`src/bst_consts.svh`:
```
`ifndef BST_CONSTS_SVH
`define BST_CONSTS_SVH

// instruction register width and opcodes
`define BST_IR_W 6
`define BST_OP_EXTEST 6'h00
`define BST_OP_SAMPLE 6'h01
`define BST_OP_IDSEL 6'h02
`define BST_OP_HIGHZ 6'h03
`define BST_OP_CLAMP 6'h3E
`define BST_OP_BYPASS 6'h3F

// value loaded into the instruction shift stage at capture
`define BST_IR_CAPTURE 6'h2D

// instruction current after test-logic reset
`define BST_IR_RESET `BST_OP_IDSEL

// identification register
`define BST_ID_W 32

// consecutive tms-high edges that always reach test-logic reset
`define BST_TLR_EDGES 3'h5

`endif

```
`src/bst_pkg.sv`:
```
package bst_pkg;

  typedef enum logic [15:0] {
    ST_TLR = 16'h0001,
    ST_RTI = 16'h0002,
    ST_SELDR = 16'h0004,
    ST_CAPDR = 16'h0008,
    ST_SDR = 16'h0010,
    ST_EX1DR = 16'h0020,
    ST_PDR = 16'h0040,
    ST_EX2DR = 16'h0080,
    ST_UPDDR = 16'h0100,
    ST_SELIR = 16'h0200,
    ST_CAPIR = 16'h0400,
    ST_SIR = 16'h0800,
    ST_EX1IR = 16'h1000,
    ST_PIR = 16'h2000,
    ST_EX2IR = 16'h4000,
    ST_UPDIR = 16'h8000
  } bst_state_e;

  // raw test pins as they arrive from the tester
  typedef struct packed {
    logic tck;
    logic tms;
    logic tdi;
    logic trst_n;
  } bst_pins_s;

endpackage

```
`src/bst_tap.sv`:
```
`timescale 1ns/1ps
`include "bst_consts.svh"
// Operation
// - sixteen-state tap machine and six-bit instruction register on five test pins.
// - low trst forces test-logic reset at once, independent of tck; pulled high.
// - tms and tdi are sampled on each rising tck edge.
// - tdo changes only on falling tck edges.
// - tdo is driven only in shift-dr or shift-ir, otherwise high impedance.
// - one state step per rising tck edge chosen by tms; tester supplies tms.
// - five consecutive tms-high rising edges reach test-logic reset from anywhere.
// - bypass, boundary and identification registers sit in parallel, chosen by instruction.
// - boundary chain is the data path under external test or sample/preload.
// - external test at update-ir drives pins from boundary update latches at once.
// - every boundary cell holds its update value in a falling-edge latch.
// - input-pin cells only observe and capture; they never drive the core.
// - each bidirectional pin has one enable cell and one muxed capture cell.
// - outside external test with enable high, capture core output data.
// - with enable low or under external test, capture pad input data.
// - only dc-coupled pins are scanned; no ac test mode exists.
// - opcodes 000000 external test, 000001 sample/preload, 111111 bypass.
// - capture-ir loads 101101 into the instruction shift stage.
// - a shifted instruction takes effect only at update-ir.
// - bypass bit captures zero at every capture-dr while neither boundary nor identification register is selected.
module bst_tap
  import bst_pkg::*;
#(
  parameter int N_IN = 4,
  parameter int N_OUT = 4,
  parameter int N_BD = 2,
  parameter logic [31:0] ID_VALUE = 32'h0000_0001 // arbitrary, lsb must be one
) (
  // system
  input wire logic clk,
  input wire logic sys_rst,
  // test pins
  input wire bst_pins_s pins,
  output logic tdo_o,
  output logic tdo_oe_n,
  // input pins, observed only
  input wire logic [N_IN-1:0] pad_in,
  // output pins
  input wire logic [N_OUT-1:0] core_out,
  output logic [N_OUT-1:0] pad_out,
  // bidirectional pins
  input wire logic [N_BD-1:0] core_bd_out,
  input wire logic [N_BD-1:0] core_bd_oe,
  input wire logic [N_BD-1:0] pad_bd_in,
  output logic [N_BD-1:0] pad_bd_out,
  output logic [N_BD-1:0] pad_bd_oe_n
);

  localparam int BSR_W = N_IN + N_OUT + 2 * N_BD;

  // trst acts without any clock edge; sys_rst covers power-up
  logic tap_rst;
  assign tap_rst = sys_rst | ~pins.trst_n;

  // tck is just another outside level here; three stages give synced level and edge
  logic [2:0] tck_q;
  logic [1:0] tms_q;
  logic [1:0] tdi_q;
  always_ff @(posedge clk or posedge sys_rst) begin
    if (sys_rst) begin
      tck_q <= 3'h0;
      tms_q <= 2'h3;
      tdi_q <= 2'h3;
    end else begin
      tck_q <= {tck_q[1:0], pins.tck};
      tms_q <= {tms_q[0], pins.tms};
      tdi_q <= {tdi_q[0], pins.tdi};
    end
  end

  logic tck_rise;
  logic tck_fall;
  logic tms_s;
  logic tdi_s;
  assign tck_rise = tck_q[1] & ~tck_q[2];
  assign tck_fall = ~tck_q[1] & tck_q[2];
  assign tms_s = tms_q[1];
  assign tdi_s = tdi_q[1];

  bst_state_e st_q;
  bst_state_e st_d;

  always_comb begin
    unique case (st_q)
      ST_TLR: st_d = tms_s ? ST_TLR : ST_RTI;
      ST_RTI: st_d = tms_s ? ST_SELDR : ST_RTI;
      ST_SELDR: st_d = tms_s ? ST_SELIR : ST_CAPDR;
      ST_CAPDR: st_d = tms_s ? ST_EX1DR : ST_SDR;
      ST_SDR: st_d = tms_s ? ST_EX1DR : ST_SDR;
      ST_EX1DR: st_d = tms_s ? ST_UPDDR : ST_PDR;
      ST_PDR: st_d = tms_s ? ST_EX2DR : ST_PDR;
      ST_EX2DR: st_d = tms_s ? ST_UPDDR : ST_SDR;
      ST_UPDDR: st_d = tms_s ? ST_SELDR : ST_RTI;
      ST_SELIR: st_d = tms_s ? ST_TLR : ST_CAPIR;
      ST_CAPIR: st_d = tms_s ? ST_EX1IR : ST_SIR;
      ST_SIR: st_d = tms_s ? ST_EX1IR : ST_SIR;
      ST_EX1IR: st_d = tms_s ? ST_UPDIR : ST_PIR;
      ST_PIR: st_d = tms_s ? ST_EX2IR : ST_PIR;
      ST_EX2IR: st_d = tms_s ? ST_UPDIR : ST_SIR;
      ST_UPDIR: st_d = tms_s ? ST_SELDR : ST_RTI;
      default: st_d = ST_TLR;
    endcase
  end

  always_ff @(posedge clk or posedge tap_rst) begin
    if (tap_rst) begin
      st_q <= ST_TLR;
    end else if (tck_rise) begin
      st_q <= st_d;
    end
  end

  // instruction register: shift stage on rise, current stage on fall
  logic [`BST_IR_W-1:0] ir_sr_q;
  logic [`BST_IR_W-1:0] ir_q;

  always_ff @(posedge clk or posedge tap_rst) begin
    if (tap_rst) begin
      ir_sr_q <= `BST_IR_CAPTURE;
    end else if (tck_rise && st_q == ST_CAPIR) begin
      ir_sr_q <= `BST_IR_CAPTURE;
    end else if (tck_rise && st_q == ST_SIR) begin
      ir_sr_q <= {tdi_s, ir_sr_q[`BST_IR_W-1:1]};
    end
  end

  always_ff @(posedge clk or posedge tap_rst) begin
    if (tap_rst) begin
      ir_q <= `BST_IR_RESET;
    end else if (tck_fall && st_q == ST_TLR) begin
      ir_q <= `BST_IR_RESET;
    end else if (tck_fall && st_q == ST_UPDIR) begin
      ir_q <= ir_sr_q;
    end
  end

  // decode; highz, clamp and reserved codes fall through to bypass
  logic is_extest;
  logic is_clamp;
  logic is_highz;
  logic sel_bsr;
  logic sel_id;
  assign is_extest = ir_q == `BST_OP_EXTEST;
  assign is_clamp = ir_q == `BST_OP_CLAMP;
  assign is_highz = ir_q == `BST_OP_HIGHZ;
  assign sel_bsr = is_extest || ir_q == `BST_OP_SAMPLE;
  assign sel_id = ir_q == `BST_OP_IDSEL;

  // boundary chain layout, lsb nearest tdo: inputs, outputs, enables, bidir data
  logic [BSR_W-1:0] bsr_q;
  logic [BSR_W-1:0] upd_q;
  logic [BSR_W-1:0] bsr_cap;
  logic [N_BD-1:0] bd_cap;

  // enable cell high and no external test: watch the core driving the pad
  genvar g;
  generate
    for (g = 0; g < N_BD; g++) begin : g_bd
      assign bd_cap[g] = (~is_extest & core_bd_oe[g]) ?
        core_bd_out[g] : pad_bd_in[g];
    end
  endgenerate

  // only dc pins exist on this chain; no ac stimulus is generated
  assign bsr_cap = {bd_cap, core_bd_oe, core_out, pad_in};

  logic run_dr_cap;
  logic run_dr_sh;
  assign run_dr_cap = tck_rise && st_q == ST_CAPDR;
  assign run_dr_sh = tck_rise && st_q == ST_SDR;

  always_ff @(posedge clk or posedge tap_rst) begin
    if (tap_rst) begin
      bsr_q <= '0;
    end else if (sel_bsr && run_dr_cap) begin
      bsr_q <= bsr_cap;
    end else if (sel_bsr && run_dr_sh) begin
      bsr_q <= {tdi_s, bsr_q[BSR_W-1:1]};
    end
  end

  // update stage follows the falling edge so skew on the shift stage cannot leak out
  always_ff @(posedge clk or posedge tap_rst) begin
    if (tap_rst) begin
      upd_q <= '0;
    end else if (tck_fall && st_q == ST_UPDDR && sel_bsr) begin
      upd_q <= bsr_q;
    end
  end

  logic byp_q;
  always_ff @(posedge clk or posedge tap_rst) begin
    if (tap_rst) begin
      byp_q <= 1'h0;
    end else if (!sel_bsr && !sel_id && run_dr_cap) begin
      byp_q <= 1'h0;
    end else if (!sel_bsr && !sel_id && run_dr_sh) begin
      byp_q <= tdi_s;
    end
  end

  logic [`BST_ID_W-1:0] id_q;
  always_ff @(posedge clk or posedge tap_rst) begin
    if (tap_rst) begin
      id_q <= '0;
    end else if (sel_id && run_dr_cap) begin
      id_q <= ID_VALUE;
    end else if (sel_id && run_dr_sh) begin
      id_q <= {tdi_s, id_q[`BST_ID_W-1:1]};
    end
  end

  logic tdo_src;
  always_comb begin
    if (st_q == ST_SIR) begin
      tdo_src = ir_sr_q[0];
    end else if (sel_bsr) begin
      tdo_src = bsr_q[0];
    end else if (sel_id) begin
      tdo_src = id_q[0];
    end else begin
      tdo_src = byp_q;
    end
  end

  logic in_shift;
  assign in_shift = st_q == ST_SDR || st_q == ST_SIR;

  always_ff @(posedge clk or posedge tap_rst) begin
    if (tap_rst) begin
      tdo_o <= 1'h0;
      tdo_oe_n <= 1'h1;
    end else if (tck_fall) begin
      tdo_o <= tdo_src;
      tdo_oe_n <= ~in_shift;
    end
  end

  // pins: update latches take over as soon as the instruction register says so
  logic hold_pins;
  logic [N_OUT-1:0] upd_out;
  logic [N_BD-1:0] upd_oe;
  logic [N_BD-1:0] upd_bd;
  assign hold_pins = is_extest | is_clamp;
  assign upd_out = upd_q[N_IN +: N_OUT];
  assign upd_oe = upd_q[N_IN+N_OUT +: N_BD];
  assign upd_bd = upd_q[N_IN+N_OUT+N_BD +: N_BD];
  assign pad_out = hold_pins ? upd_out : core_out;
  assign pad_bd_out = hold_pins ? upd_bd : core_bd_out;
  assign pad_bd_oe_n = is_highz ? {N_BD{1'h1}} : ~(hold_pins ? upd_oe : core_bd_oe);

  // helper: consecutive tms-high rising edges
  logic [2:0] tms_run_q;
  always_ff @(posedge clk or posedge sys_rst) begin
    if (sys_rst) begin
      tms_run_q <= 3'h0;
    end else if (tck_rise) begin
      tms_run_q <= !tms_s ? 3'h0 : (tms_run_q == `BST_TLR_EDGES) ? tms_run_q : tms_run_q + 3'h1;
    end
  end

  a_five_tms_reset: assert property (@(posedge clk) disable iff (tap_rst)
    tms_run_q == `BST_TLR_EDGES |-> st_q == ST_TLR)
    else $error("five tms-high edges did not reach test-logic reset");

  a_trst_forces: assert property (@(posedge clk) disable iff (sys_rst)
    !pins.trst_n |=> st_q == ST_TLR && ir_q == `BST_IR_RESET)
    else $error("trst did not force reset state");

  a_tdo_fall_only: assert property (@(posedge clk) disable iff (tap_rst)
    $changed(tdo_o) || $changed(tdo_oe_n) |-> $past(tck_fall))
    else $error("tdo changed away from a falling tck edge");

  a_tdo_drive_shift: assert property (@(posedge clk) disable iff (tap_rst)
    $fell(tdo_oe_n) |-> $past(st_q == ST_SDR || st_q == ST_SIR))
    else $error("tdo driven outside a shift state");

  a_tdo_idle_release: assert property (@(posedge clk) disable iff (tap_rst)
    tck_fall && !in_shift |=> tdo_oe_n == 1'h1)
    else $error("tdo still driven outside a shift state");

  a_rti_to_seldr: assert property (@(posedge clk) disable iff (tap_rst)
    tck_rise && st_q == ST_RTI && tms_s |=> st_q == ST_SELDR)
    else $error("wrong step out of run-test-idle");

  a_selir_to_tlr: assert property (@(posedge clk) disable iff (tap_rst)
    tck_rise && st_q == ST_SELIR && tms_s |=> st_q == ST_TLR)
    else $error("wrong step out of select-ir");

  a_ir_capture_value: assert property (@(posedge clk) disable iff (tap_rst)
    tck_rise && st_q == ST_CAPIR |=> ir_sr_q == `BST_IR_CAPTURE)
    else $error("capture-ir did not load the fixed pattern");

  a_ir_update_only: assert property (@(posedge clk) disable iff (tap_rst)
    $changed(ir_q) |-> $past(tck_fall) && $past(st_q == ST_UPDIR || st_q == ST_TLR))
    else $error("instruction changed outside update-ir");

  a_bypass_zero: assert property (@(posedge clk) disable iff (tap_rst)
    run_dr_cap && !sel_bsr && !sel_id |=> byp_q == 1'h0)
    else $error("bypass bit did not capture zero");

  a_bypass_to_tdo: assert property (@(posedge clk) disable iff (tap_rst)
    tck_fall && st_q == ST_SDR && !sel_bsr && !sel_id |=> tdo_o == $past(byp_q))
    else $error("bypass bit not on tdo");

  a_bidir_capture: assert property (@(posedge clk) disable iff (tap_rst)
    run_dr_cap && sel_bsr |=> bsr_q[N_IN+N_OUT+N_BD +: N_BD] ==
      $past((~{N_BD{is_extest}} & core_bd_oe & core_bd_out) |
            (({N_BD{is_extest}} | ~core_bd_oe) & pad_bd_in)))
    else $error("bidirectional cell captured the wrong side");

  a_extest_pins: assert property (@(posedge clk) disable iff (tap_rst)
    is_extest |-> pad_out == upd_q[N_IN +: N_OUT] && pad_bd_oe_n == ~upd_q[N_IN+N_OUT +: N_BD])
    else $error("external test pins not driven from update latches");

  a_update_fall_only: assert property (@(posedge clk) disable iff (tap_rst)
    $changed(upd_q) |-> $past(tck_fall) && $past(st_q == ST_UPDDR))
    else $error("boundary update latch moved outside update-dr");

  a_reset_idsel: assert property (@(posedge clk) disable iff (tap_rst)
    tck_fall && st_q == ST_TLR |=> ir_q == `BST_OP_IDSEL)
    else $error("reset did not restore identification instruction");

  a_bsr_to_tdo: assert property (@(posedge clk) disable iff (tap_rst)
    tck_fall && st_q == ST_SDR && sel_bsr |=> tdo_o == $past(bsr_q[0]))
    else $error("boundary chain not on tdo");

  c_extest_active: cover property (@(posedge clk) disable iff (tap_rst)
    $rose(is_extest));
  c_id_shift: cover property (@(posedge clk) disable iff (tap_rst)
    sel_id && tck_fall && st_q == ST_SDR);
  c_tms_reset: cover property (@(posedge clk) disable iff (tap_rst)
    tms_run_q == `BST_TLR_EDGES && $past(st_q != ST_TLR));
  c_bidir_core: cover property (@(posedge clk) disable iff (tap_rst)
    run_dr_cap && sel_bsr && !is_extest && core_bd_oe[0]);
  c_clamp_active: cover property (@(posedge clk) disable iff (tap_rst)
    $rose(is_clamp));

endmodule

```
`config.mk`:
```
export PLATFORM = sky130hd
export DESIGN_NAME = bst_tap
export DESIGN_NICKNAME = d
export VERILOG_FILES = /design/src/bst_pkg.sv /design/src/bst_tap.sv
export VERILOG_INCLUDE_DIRS = /design/src /design/src/src
export SDC_FILE = /design/constraint.sdc
export NUM_CORES = 1
export LEC_CHECK = 0
export ABC_AREA = 0
export BUFFER_PORTS_ARGS = -buffer_cell sky130_fd_sc_hd__buf_4
export CORE_ASPECT_RATIO = 1.4
export CORE_MARGIN = 5
export CORE_UTILIZATION = 50
export CTS_BUF_LIST = sky130_fd_sc_hd__clkbuf_4 sky130_fd_sc_hd__clkbuf_8
export CTS_CLUSTER_SIZE = 24
export DETAILED_ROUTE_END_ITERATION = 8
export GPL_TIMING_DRIVEN = 0
export PLACE_DENSITY = 0.8
export SYNTH_ARGS = -nofsm -noshare
export SYNTH_HDL_FRONTEND = slang
export SYNTH_SLANG_ARGS = --single-unit
```
`constraint.sdc`:
```
create_clock -name clk -period 6.3 [get_ports clk]
set_input_delay 0.945 -clock clk [delete_from_list [all_inputs] [get_ports clk]]
set_output_delay 0.945 -clock clk [all_outputs]
set_load 0.01 [all_outputs]
```
==> impl_results.md, run 1 <==
* Status: complete, no violations
* DRC viols at 0
* Relative area change from synthesis to final layout at 15.0%
* Unrepaired setup endpoints after global routing: no
* Number of clock sinks at 90
* Clock tree from TritonCTS: yes
* CP Capture Type: primary output
* Number of nets in the final layout at 521
* Routed via count divided by cell count at 5.83
* Critical Path Slowest Stage Cell: nor4_1
* Fraction of registers with async set or reset after synthesis at 100%
* Chip width at 88.0 um
* Starting utilization of the core area at 51.6%
* Remaining antenna violation count after routing at 0
* Max frequency at 240 MHz
* Count of buffers inserted at the top-level ports at 29
* Vias at 3,544
* Combined area of all synthesized cells at 4260 um^2
* Kind of start point of the critical path: flop
* Arrival @ worst endpoint at 3.22 ns
* Buffer and inverter count on the worst path at 2
* Overall power consumption at 0.00135 W
* Unique masters post-synth at 42
* Worst Setup SP: ir_q[2]$_DFFE_PP0P_
* Count of final setup violators at 0
* Count of routing violations after the opening detailed-route iteration at 193
* Largest stage delay on the critical path at 0.85 ns
* Post-CTS setup buffers at 0
* Core footprint at 8250 um^2
* Max-slew violations at 0
* Insertion delay to the later sink of the worst-skew pair at 0.36 ns
* Critical Path End: pad_bd_oe_n[1]
* Vertical die dimension at 119 um
* Instance count after placement with tap cells included at 592
* Most used cells in the layout excluding fill and tap cells: nand2_1 (108), dfrtp_1 (79), o21ai_0 (66)
* Syn_area_per_cell at 9.30 um^2
* Die Outline Area at 10,500 um^2
* GRT Resource Usage Total at 18.7%
* Power per Cell Area at 276 nW/um^2
* Register-to-register path setup slack at 3.26 ns
* Syn nets at 478
* Maximum level of the CTS H-tree at 3
* Max Clock Skew at 0.0103 ns
* Synth warn at 0
* Global-route wire length before repair at 15,800 um
* Primary FF master, synth: dfrtp_1
* Pre-antenna DRT Iters at 5
* Max Fanout on Critical Path at 8
* Post-CTS resize count at 0
* Number of core rows at 39
* Non-filler cells in the finished layout at 608
* Master cell of the clock root buffer: clkbuf_8
* Post-layout util at 59.4%
* Hpwl dp at 6750 um
* Reg2reg end: id_q[13]$_DFFE_PP0P_
* Final RePlAce weighted congestion at 0.897
* Maximum VDD drop at 0.222 mV
* Period utilization at 66.1%
* Req. time, crit path at 5.35 ns
* Worst Tran Pin Value at 0.981 ns
* Number of hold buffers added after CTS at 0
* Max clock buf depth at 2
* Tightest slew margin relative to the limit at 34.0%
* Part of the Yosys area used for sequential elements at 53.2%
* Worst r2r path cells at 9
* EDFF count, synth at 0
* Standby leakage power at 2.22 nW
* Antenna fix cells at 0
* Vias in the first global route at 3,394
* TritonCTS buffer count at 9
* Maxcap violations at 0
* Gate count of the mapped netlist at 458
* Fill cell count at 681
* Startpoint of the worst register-to-register path: st_q[12]$_DFFE_PP0P_
* Number of hold violations in the final report at 0
* Maximum number of pins on one net before global-route repair at 26
* Most frequent standard cell in the layout excluding fill and tap cells: nand2_1
* Clock-pin slew on the worst setup and hold paths at 0.09 ns
* Global route overflow at 0
* Kind of critical path: flop to primary output
* Initial antenna violation count at 0
* Worst-path cell chain: nor4_1 > nand2b_1 > clkbuf_1 > a21oi_1 > mux2_2 > nand2_1 > buf_4
* I/O Pins at 30
* Fraction of final layout cells sized beyond drive strength 1 at 17.4%
* HP Class: flop to flop
* Shortest clock period the worst path allows after layout at 4.17 ns
* Top Family by Delay on Critical Path: simple AND/OR/NAND/NOR gates
* DRT Wirelength at 9210 um
* Setup TNS at 0 ns
* Wirelength per Cell at 15.1 um
* Total number of cells along the worst setup path at 7
* Number of register bits inferred by synthesis at 90
worst min path at each step:
stage / cells past startpoint / start / end / slack, ns
after global placement: 0 / tck_q[0]$_DFF_PP0_ / tck_q[1]$_DFF_PP0_ / 0.33
after global routing: 0 / tdi_q[0]$_DFF_PP1_ / tdi_q[1]$_DFF_PP1_ / 0.37
after detailed placement: 0 / tck_q[0]$_DFF_PP0_ / tck_q[1]$_DFF_PP0_ / 0.33
after CTS: 0 / tck_q[0]$_DFF_PP0_ / tck_q[1]$_DFF_PP0_ / 0.36
after floorplan: 0 / tck_q[0]$_DFF_PP0_ / tck_q[1]$_DFF_PP0_ / 0.33
final: 0 / tck_q[0]$_DFF_PP0_ / tck_q[1]$_DFF_PP0_ / 0.36
cell usage after synthesis, types with 2 or more instances:
library cell,number,area [um^2]
xnor2_1,2,17.5
inv_1,9,33.8
buf_2,7,35.0
dfstp_2,11,289
nand4_1,4,25.0
o41ai_1,2,17.5
xor2_1,5,43.8
a21o_1,3,22.5
nand2b_1,5,31.3
dfrtp_1,79,1980
nor4b_1,3,26.3
mux2i_1,2,20.0
nand3b_1,3,22.5
or4_1,5,37.5
or4b_1,2,20.0
o22a_1,7,61.3
a21oi_1,6,30.0
a211oi_1,5,37.5
nor3_1,8,40.0
or3_1,4,25.0
nor2_1,10,37.5
and3_1,2,12.5
o22ai_1,14,87.6
nor3b_1,2,15.0
mux2_2,18,203
nor4_1,9,56.3
clkbuf_1,27,101
nand2_1,108,405
nand3_1,12,60.1
a31oi_1,5,31.3
o21ai_0,66,330
nor2b_1,2,12.5
o31ai_1,2,15.0
layer usage:
metal,global-route usage (%),vias up,routed length [um]
li1,-,1697,-
met1,23.7,1736,3940
met2,31.4,95,4670
met3,3.18,16,437
met4,7.20,0,166
met5,0,-,0
state kept, by name, indices dropped and copies added, names as in the netlist:
name	count
id_q	32
st_q	16
bsr_q	12
upd_q	8
ir_q	6
ir_sr_q	6
tck_q	3
tdi_q	2
tms_q	2
byp_q	1
tdo_o	1
tdo_oe_n	1
where the power goes:
| group | internal (W) | switching (W) |
|---|---|---|
| combinational | 0.000132 | 0.000173 |
| clock | 0.000193 | 0.000209 |
| sequential | 0.000614 | 0.0000307 |
stage by stage:
stage               setup slack [ns]  hold slack [ns]  area, um^2
floorplan                      0.213            0.331        4260
global route                    1.90            0.373        4900
finish                          2.13            0.355        4900
CTS                             2.08            0.356        4900
global placement               -1.60            0.333        4600
detailed placement              2.46            0.335        4690
cells by family after synthesis:
group	synth area share [%]
xor gates and xnor gates	1.44
and+or+nand+nor	20.5
DFF	53.2
AOI/OAI and AO/OA	15.6
buffers and inverters	4.00
muxes	5.23
final cells by class:
type                       count  area, um^2  area share, %
multi-input combinational    325        1830           37.3
clock buffer                  10         131           2.68
tap                          102         128           2.61
inverter                       9        33.8          0.690
clock inverter                 6        73.8           1.51
buffer                        34         136           2.78
sequential                    90        2270           46.3
timing repair buffer          32         300           6.13
(Power assumes the default switching activity.)
==> inputs of run 2 (changes only) <==
==> constraint.sdc (replaced) <==
create_clock -name clk -period 3.7 [get_ports clk]
set_input_delay 0.555 -clock clk [delete_from_list [all_inputs] [get_ports clk]]
set_output_delay 0.555 -clock clk [all_outputs]
set_load 0.01 [all_outputs]
==> run 2 against run 1 <==
Sequential share of layout area fell by 0.12 points; clock-buffer cell count fell by 1; final area rose by 0.26%; final cell count did not move; largest cell class unchanged.
==> impl_results.md, run 2 (synthesis gave the netlist of run 1 again) <==
* Count of routing violations after the opening detailed-route iteration at 205 (+6.2%)
* Instance count after placement with tap cells included at 592 (unchanged)
* Clock network fraction of design power at 30.7% (+1.0 points)
* Routed via count divided by cell count at 5.80 (-0.42%)
* Register name with the most flops: id_q
* Reg2reg end: id_q[22]$_DFFE_PP0P_
* Antenna fix cells at 0 (unchanged)
* Largest register FFs at 32 (unchanged)
* Most frequent standard cell in the layout excluding fill and tap cells: nand2_1
* Overall power consumption at 0.00234 W (+73%)
* Standby leakage power at 2.23 nW (+0.47%)
* Tightest slew margin relative to the limit at 44.0% (+10 points)
* Fraction of final layout cells sized beyond drive strength 1 at 17.6% (+0.20 points)
* Vias in the first global route at 3,573 (+5.3%)
* Number of hold buffers added after CTS at 0 (unchanged)
* Maximum level of the CTS H-tree at 3 (unchanged)
* Most used cells in the layout excluding fill and tap cells: nand2_1 (108), dfrtp_1 (79), o21ai_0 (66)
* Wirelength per Cell at 15.8 um (+4.3%)
* Number of hold violations in the final report at 0 (unchanged)
* Initial antenna violation count at 0 (unchanged)
* Global-route wire length before repair at 16,600 um (+5.2%)
* Worst r2r path cells at 9 (unchanged)
* Number of nets in the final layout at 521 (unchanged)
* Clock-pin slew on the worst setup and hold paths at 0.10 ns (about the same)
* Count of final setup violators at 0 (unchanged)
* Maximum number of pins on one net before global-route repair at 28 (+7.7%)
* Met1 usage in global routing at 25.5% (+1.8 points)
* Kind of critical path: flop to primary output
* Starting utilization of the core area at 51.6% (unchanged)
* Worst-case setup slack after placement at 0.324 ns (-2.14 ns)
* Most crowded layer after global routing: met2
* Maxcap violations at 0 (unchanged)
* Power per Cell Area at 477 nW/um^2 (+73%)
* Worst Setup SP: ir_q[2]$_DFFE_PP0P_
* Met2 routing resource usage after global routing at 32.8% (+1.4 points)
* Final worst setup slack at 0.177 ns (-1.96 ns)
* Maximum VDD drop at 0.273 mV (+23%)
* Net switching fraction of the power at 31.6% (+1.0 points)
* Relative area change from synthesis to final layout at 15.3%
* Max Fanout on Critical Path at 8 (unchanged)
* Arrival @ worst endpoint at 2.97 ns (-0.25 ns)
* Final RePlAce weighted congestion at 0.925 (+3.0%)
* Die Outline Area at 10,500 um^2 (unchanged)
* Power share of the combinational group at 22.4% (-0.2 points)
* Shortest clock period the worst path allows after layout at 3.52 ns
* Req. time, crit path at 3.14 ns (-2.21 ns)
* Vertical die dimension at 119 um (unchanged)
* Non-filler cells in the finished layout at 608 (unchanged)
* TritonCTS buffer count at 9 (unchanged)
* Max Clock Skew at 0.0138 ns (+0.00345 ns)
* Post-CTS resize count at 1 (+1)
* Hpwl dp at 7020 um (+3.9%)
* I/O Pins at 30 (unchanged)
* Kind of start point of the critical path: flop
* Clock tree from TritonCTS: yes
* Setup TNS at 0 ns (unchanged)
* Max frequency at 284 MHz
* Chip width at 88.0 um (unchanged)
* Int Pwr at 0.00160 W (+71%)
* Vias at 3,529 (-0.42%)
* Largest registers ranked by flip-flop count: id_q x32, st_q x16, bsr_q x12
* Register-to-register path setup slack at 0.55 ns (-2.71 ns)
* Max clock buf depth at 2 (unchanged)
* Power share of the sequential group at 46.9% (-0.8 points)
* GRT Resource Usage Total at 19.9% (+1.2 points)
* Status: complete, no violations
* GR met3 Demand/Resource at 3.04% (-0.14 points)
* Pre-antenna DRT Iters at 5 (unchanged)
* Core footprint at 8250 um^2 (unchanged)
* Insertion delay to the later sink of the worst-skew pair at 0.37 ns (about the same)
* Fill cell count at 695 (+2.1%)
* Period utilization at 95.2%
* Post-layout util at 59.6% (+0.15 points)
* Master cell of the clock root buffer: clkbuf_8
* Post-CTS setup buffers at 0 (unchanged)
* Startpoint of the worst register-to-register path: st_q[12]$_DFFE_PP0P_
* Unrepaired setup endpoints after global routing: no
* Critical Path End: pad_bd_oe_n[1]
* Number of core rows at 39 (unchanged)
* Global route overflow at 0 (unchanged)
* Count of buffers inserted at the top-level ports at 29 (unchanged)
* HP Class: input pin to asynchronous set/reset pin
* CP Capture Type: primary output
* Sw power at 0.000740 W (+79%)
* DRT Wirelength at 9610 um (+4.3%)
* Remaining antenna violation count after routing at 0 (unchanged)
* DRC viols at 0 (unchanged)
* Worst Tran Pin Value at 0.832 ns (-0.149 ns)
* Number of clock sinks at 90 (unchanged)
* Max-slew violations at 0 (unchanged)
## run 2: power groups by stage
stage	logic, W	clock network (W)	registers [W]
after floorplan	0.000350	0	0.00110
after global placement	0.000495	0	0.00111
after detailed placement	0.000521	0	0.00112
after CTS	0.000523	0.000738	0.00110
after global routing	0.000581	0.000765	0.00111
final	0.000525	0.000719	0.00110
## run 2: per-layer routing
layer  routed length (um)  part of all wire, %
met5                    0                    0
met4                  214                  2.2
met3                  419                  4.4
met2                 4890                   51
met1                 4090                   43
## run 2: critical path, stage by stage (launching register included)
cell	delay (ns)
dfrtp_1	0.41
nor4_2	0.59
nand2b_1	0.10
clkbuf_1	0.21
a21oi_1	0.67
mux2_2	0.43
nand2_1	0.07
buf_4	0.11
## run 2: cell type report
cell class | instances | area [um^2] | area share (%)
plain buffers | 34 | 136 | 2.78
clock buffers | 9 | 124 | 2.52
clock inverters | 7 | 95.1 | 1.94
inverters | 9 | 33.8 | 0.688
multi-input cells | 325 | 1840 | 37.4
flip-flops and latches | 90 | 2270 | 46.1
well taps | 102 | 128 | 2.60
repair buffers | 32 | 293 | 5.96
## run 2: worst min path at each step
stage	startpoint	end	slack (ns)	depth (start not counted)
final	sys_rst	tck_q[2]$_DFF_PP0_	0.13	2
after global routing	sys_rst	tck_q[1]$_DFF_PP0_	0.15	2
after CTS	sys_rst	tck_q[2]$_DFF_PP0_	0.12	2
after detailed placement	tck_q[0]$_DFF_PP0_	tck_q[1]$_DFF_PP0_	0.34	0
after global placement	tck_q[0]$_DFF_PP0_	tck_q[1]$_DFF_PP0_	0.33	0
after floorplan	tck_q[0]$_DFF_PP0_	tck_q[1]$_DFF_PP0_	0.33	0
## run 2: stage by stage
step / area [um^2] / hold WS [ns]
after floorplan: 4260 / 0.331
final: 4910 / 0.132
after CTS: 4910 / 0.119
after global placement: 4610 / 0.333
after global routing: 4910 / 0.149
after detailed placement: 4690 / 0.339
==> inputs of run 3 (changes only) <==
--- a/config.mk
+++ b/config.mk
@@ -8,7 +8,7 @@
 export LEC_CHECK = 0
 export ABC_AREA = 0
 export BUFFER_PORTS_ARGS = -buffer_cell sky130_fd_sc_hd__buf_4
-export CORE_ASPECT_RATIO = 1.4
+export CORE_ASPECT_RATIO = 1.25
 export CORE_MARGIN = 5
 export CORE_UTILIZATION = 50
 export CTS_BUF_LIST = sky130_fd_sc_hd__clkbuf_4 sky130_fd_sc_hd__clkbuf_8
==> run 3 against run 2 <==
Non-clock buffer count did not move; via count shrank 0.60%; global-route usage shrank 0.92 points; critical path type unchanged; total power is 3.5% lower; clock power is 11% lower; combinational power about the same; sequential share of layout area rose by 0.34 points.
==> impl_results.md, run 3 (synthesis gave the netlist of run 1 again) <==
* Number of hold violations in the final report at 0 (unchanged)
* DRT Wirelength at 9280 um (-3.4%)
* Core footprint at 8290 um^2 (+0.49%)
* Met2 routing resource usage after global routing at 32.2% (-0.64 points)
* Period utilization at 90.2% (-5.0 points)
* Remaining antenna violation count after routing at 0 (unchanged)
* Largest register FFs at 32 (unchanged)
* Global route overflow at 0 (unchanged)
* Starting utilization of the core area at 51.4% (-0.25 points)
* Largest stage delay on the critical path at 0.66 ns (about the same)
* Worst-path cell chain: nor4_2 > nand2b_1 > clkbuf_1 > a21oi_2 > mux2_2 > nand2_1 > buf_4
* CP Capture Type: primary output
* Antenna fix cells at 0 (unchanged)
* Vertical die dimension at 113 um (-5.0%)
* Post-CTS setup buffers at 0 (unchanged)
* Chip width at 92.5 um (+5.2%)
* Met1 usage in global routing at 24.0% (-1.4 points)
* Maximum number of pins on one net before global-route repair at 28 (unchanged)
* Routed via count divided by cell count at 5.82 (+0.23%)
* Number of core rows at 37 (-5.1%)
* Max frequency at 300 MHz (+5.6%)
* Maxcap violations at 0 (unchanged)
* Maximum VDD drop at 0.194 mV (-29%)
* Top Family by Delay on Critical Path: simple AND/OR/NAND/NOR gates
* GR met3 Demand/Resource at 3.13% (+0.086 points)
* Die Outline Area at 10,500 um^2 (-0.13%)
* Req. time, crit path at 3.14 ns (about the same)
* Largest registers ranked by flip-flop count: id_q x32, st_q x16, bsr_q x12
* Clock tree from TritonCTS: yes
* Power per Cell Area at 464 nW/um^2 (-2.7%)
* Max-slew violations at 0 (unchanged)
* Buffer and inverter count on the worst path at 2 (unchanged)
* Fraction of final layout cells sized beyond drive strength 1 at 17.8% (+0.20 points)
* Kind of critical path: flop to primary output
* Insertion delay to the later sink of the worst-skew pair at 0.38 ns (about the same)
* Unrepaired setup endpoints after global routing: no
* Shortest clock period the worst path allows after layout at 3.34 ns (-0.186 ns)
* Critical Path Slowest Stage Cell: nor4_2
* Worst Tran Pin Value at 0.809 ns (-0.0224 ns)
* Most used cells in the layout excluding fill and tap cells: nand2_1 (108), dfrtp_1 (79), o21ai_0 (66)
* Hpwl dp at 6770 um (-3.6%)
* Number of hold buffers added after CTS at 0 (unchanged)
* Worst Setup SP: ir_q[2]$_DFFE_PP0P_
* Status: complete, no violations
* Clock-pin slew on the worst setup and hold paths at 0.09 ns (about the same)
* Pre-antenna DRT Iters at 6 (+1)
* Tightest slew margin relative to the limit at 45.6% (+1.5 points)
* TritonCTS buffer count at 9 (unchanged)
* Final worst setup slack at 0.363 ns (+0.186 ns)
* Count of final setup violators at 0 (unchanged)
* Register-to-register path setup slack at 0.63 ns (+0.08 ns)
* I/O Pins at 30 (unchanged)
* Worst-case setup slack after placement at 0.202 ns (-0.121 ns)
* Number of clock sinks at 90 (unchanged)
* Relative area change from synthesis to final layout at 14.5%
* Max Fanout on Critical Path at 8 (unchanged)
* Max Clock Skew at 0.0100 ns (-0.00371 ns)
* Register name with the most flops: id_q
* Final RePlAce weighted congestion at 0.924 (about the same)
* Number of nets in the final layout at 521 (unchanged)
* Count of buffers inserted at the top-level ports at 29 (unchanged)
* Count of routing violations after the opening detailed-route iteration at 234 (+14%)
* Most crowded layer after global routing: met2
* Vias in the first global route at 3,502 (-2.0%)
* Master cell of the clock root buffer: clkbuf_8
* Max clock buf depth at 2 (unchanged)
* Arrival @ worst endpoint at 2.78 ns (-0.19 ns)
* HP Class: input pin to asynchronous set/reset pin
* Standby leakage power at 2.21 nW (-0.74%)
* Post-layout util at 58.8% (-0.73 points)
* Kind of start point of the critical path: flop
* Initial antenna violation count at 0 (unchanged)
* GRT Resource Usage Total at 19.0% (-0.92 points)
* Startpoint of the worst register-to-register path: st_q[12]$_DFFE_PP0P_
* Wirelength per Cell at 15.4 um (-2.6%)
* Vias at 3,508 (-0.60%)
* Maximum level of the CTS H-tree at 3 (unchanged)
* DRC viols at 0 (unchanged)
* Most frequent standard cell in the layout excluding fill and tap cells: nand2_1
* Global-route wire length before repair at 16,200 um (-2.5%)
-- run 3: changes by cell type in the layout (fill, tap and decap cells not counted) --
cell,change
bufinv_16,-1
a21oi_1,-1
clkinv_2,+1
clkinv_8,-1
a21oi_2,+1
clkinvlp_4,+1
-- run 3: per-layer routing --
layer / vias to the layer above / routed length (um) / share of wire (%)
li1: 1703 / - / -
met1: 1698 / 4070 / 44
met2: 91 / 4580 / 49
met3: 16 / 435 / 4.7
met4: 0 / 191 / 2.1
met5: - / 0 / 0
-- run 3: final cells by class --
| cell class | count | area, um^2 |
|---|---|---|
| Sequential cell | 90 | 2270 |
| Clock buffer | 9 | 124 |
| Inverter | 9 | 33.8 |
| Clock inverter | 7 | 61.3 |
| Tap cell | 97 | 121 |
| Buffer | 34 | 136 |
| Timing Repair Buffer | 32 | 293 |
| Multi-Input combinational cell | 325 | 1840 |
| Fill cell | 720 | 3410 |
-- run 3: stage by stage --
stage | cell area, um^2 | hold WS (ns) | std cells | TNS [ns] | power [W]
final | 4870 | 0.120 | 603 | 0 | 0.00226
after global routing | 4870 | 0.138 | 603 | 0 | 0.00237
after CTS | 4870 | 0.117 | 603 | 0 | 0.00227
after detailed placement | 4680 | 0.337 | 587 | 0 | 0.00163
after global placement | 4600 | 0.332 | 584 | -66.89 | 0.00161
after floorplan | 4260 | 0.331 | 458 | 0 | 0.00145
-- run 3: path summary, 6_finish.rpt --
| path | endpoint | cells past startpoint |
|---|---|---|
| worst max register to register | id_q[18]$_DFFE_PP0P_ | 9 |
| max in group asynchronous | ir_sr_q[0]$_DFFE_PP1P_ | 5 |
| worst max-delay path | pad_bd_oe_n[0] | 7 |
| min in group clk | tms_q[0]$_DFF_PP1_ | 1 |
| worst min register to register | tck_q[1]$_DFF_PP0_ | 0 |
| worst min-delay path | tck_q[0]$_DFF_PP0_ | 2 |
-- run 3: power by group --
group	total, W	leakage [nW]	switching, W	internal (W)
clock network	0.000639	0.0936	0.000383	0.000257
logic	0.000524	0.961	0.000298	0.000226
registers	0.00110	1.16	0.0000524	0.00105
total	0.00226	2.21	0.000733	0.00153
-- run 3: repair_timing --
item / CTS / global route
setup endpoints to repair: 8 / 8
gates cloned: 0 / 0
resized for setup: 1 / 1
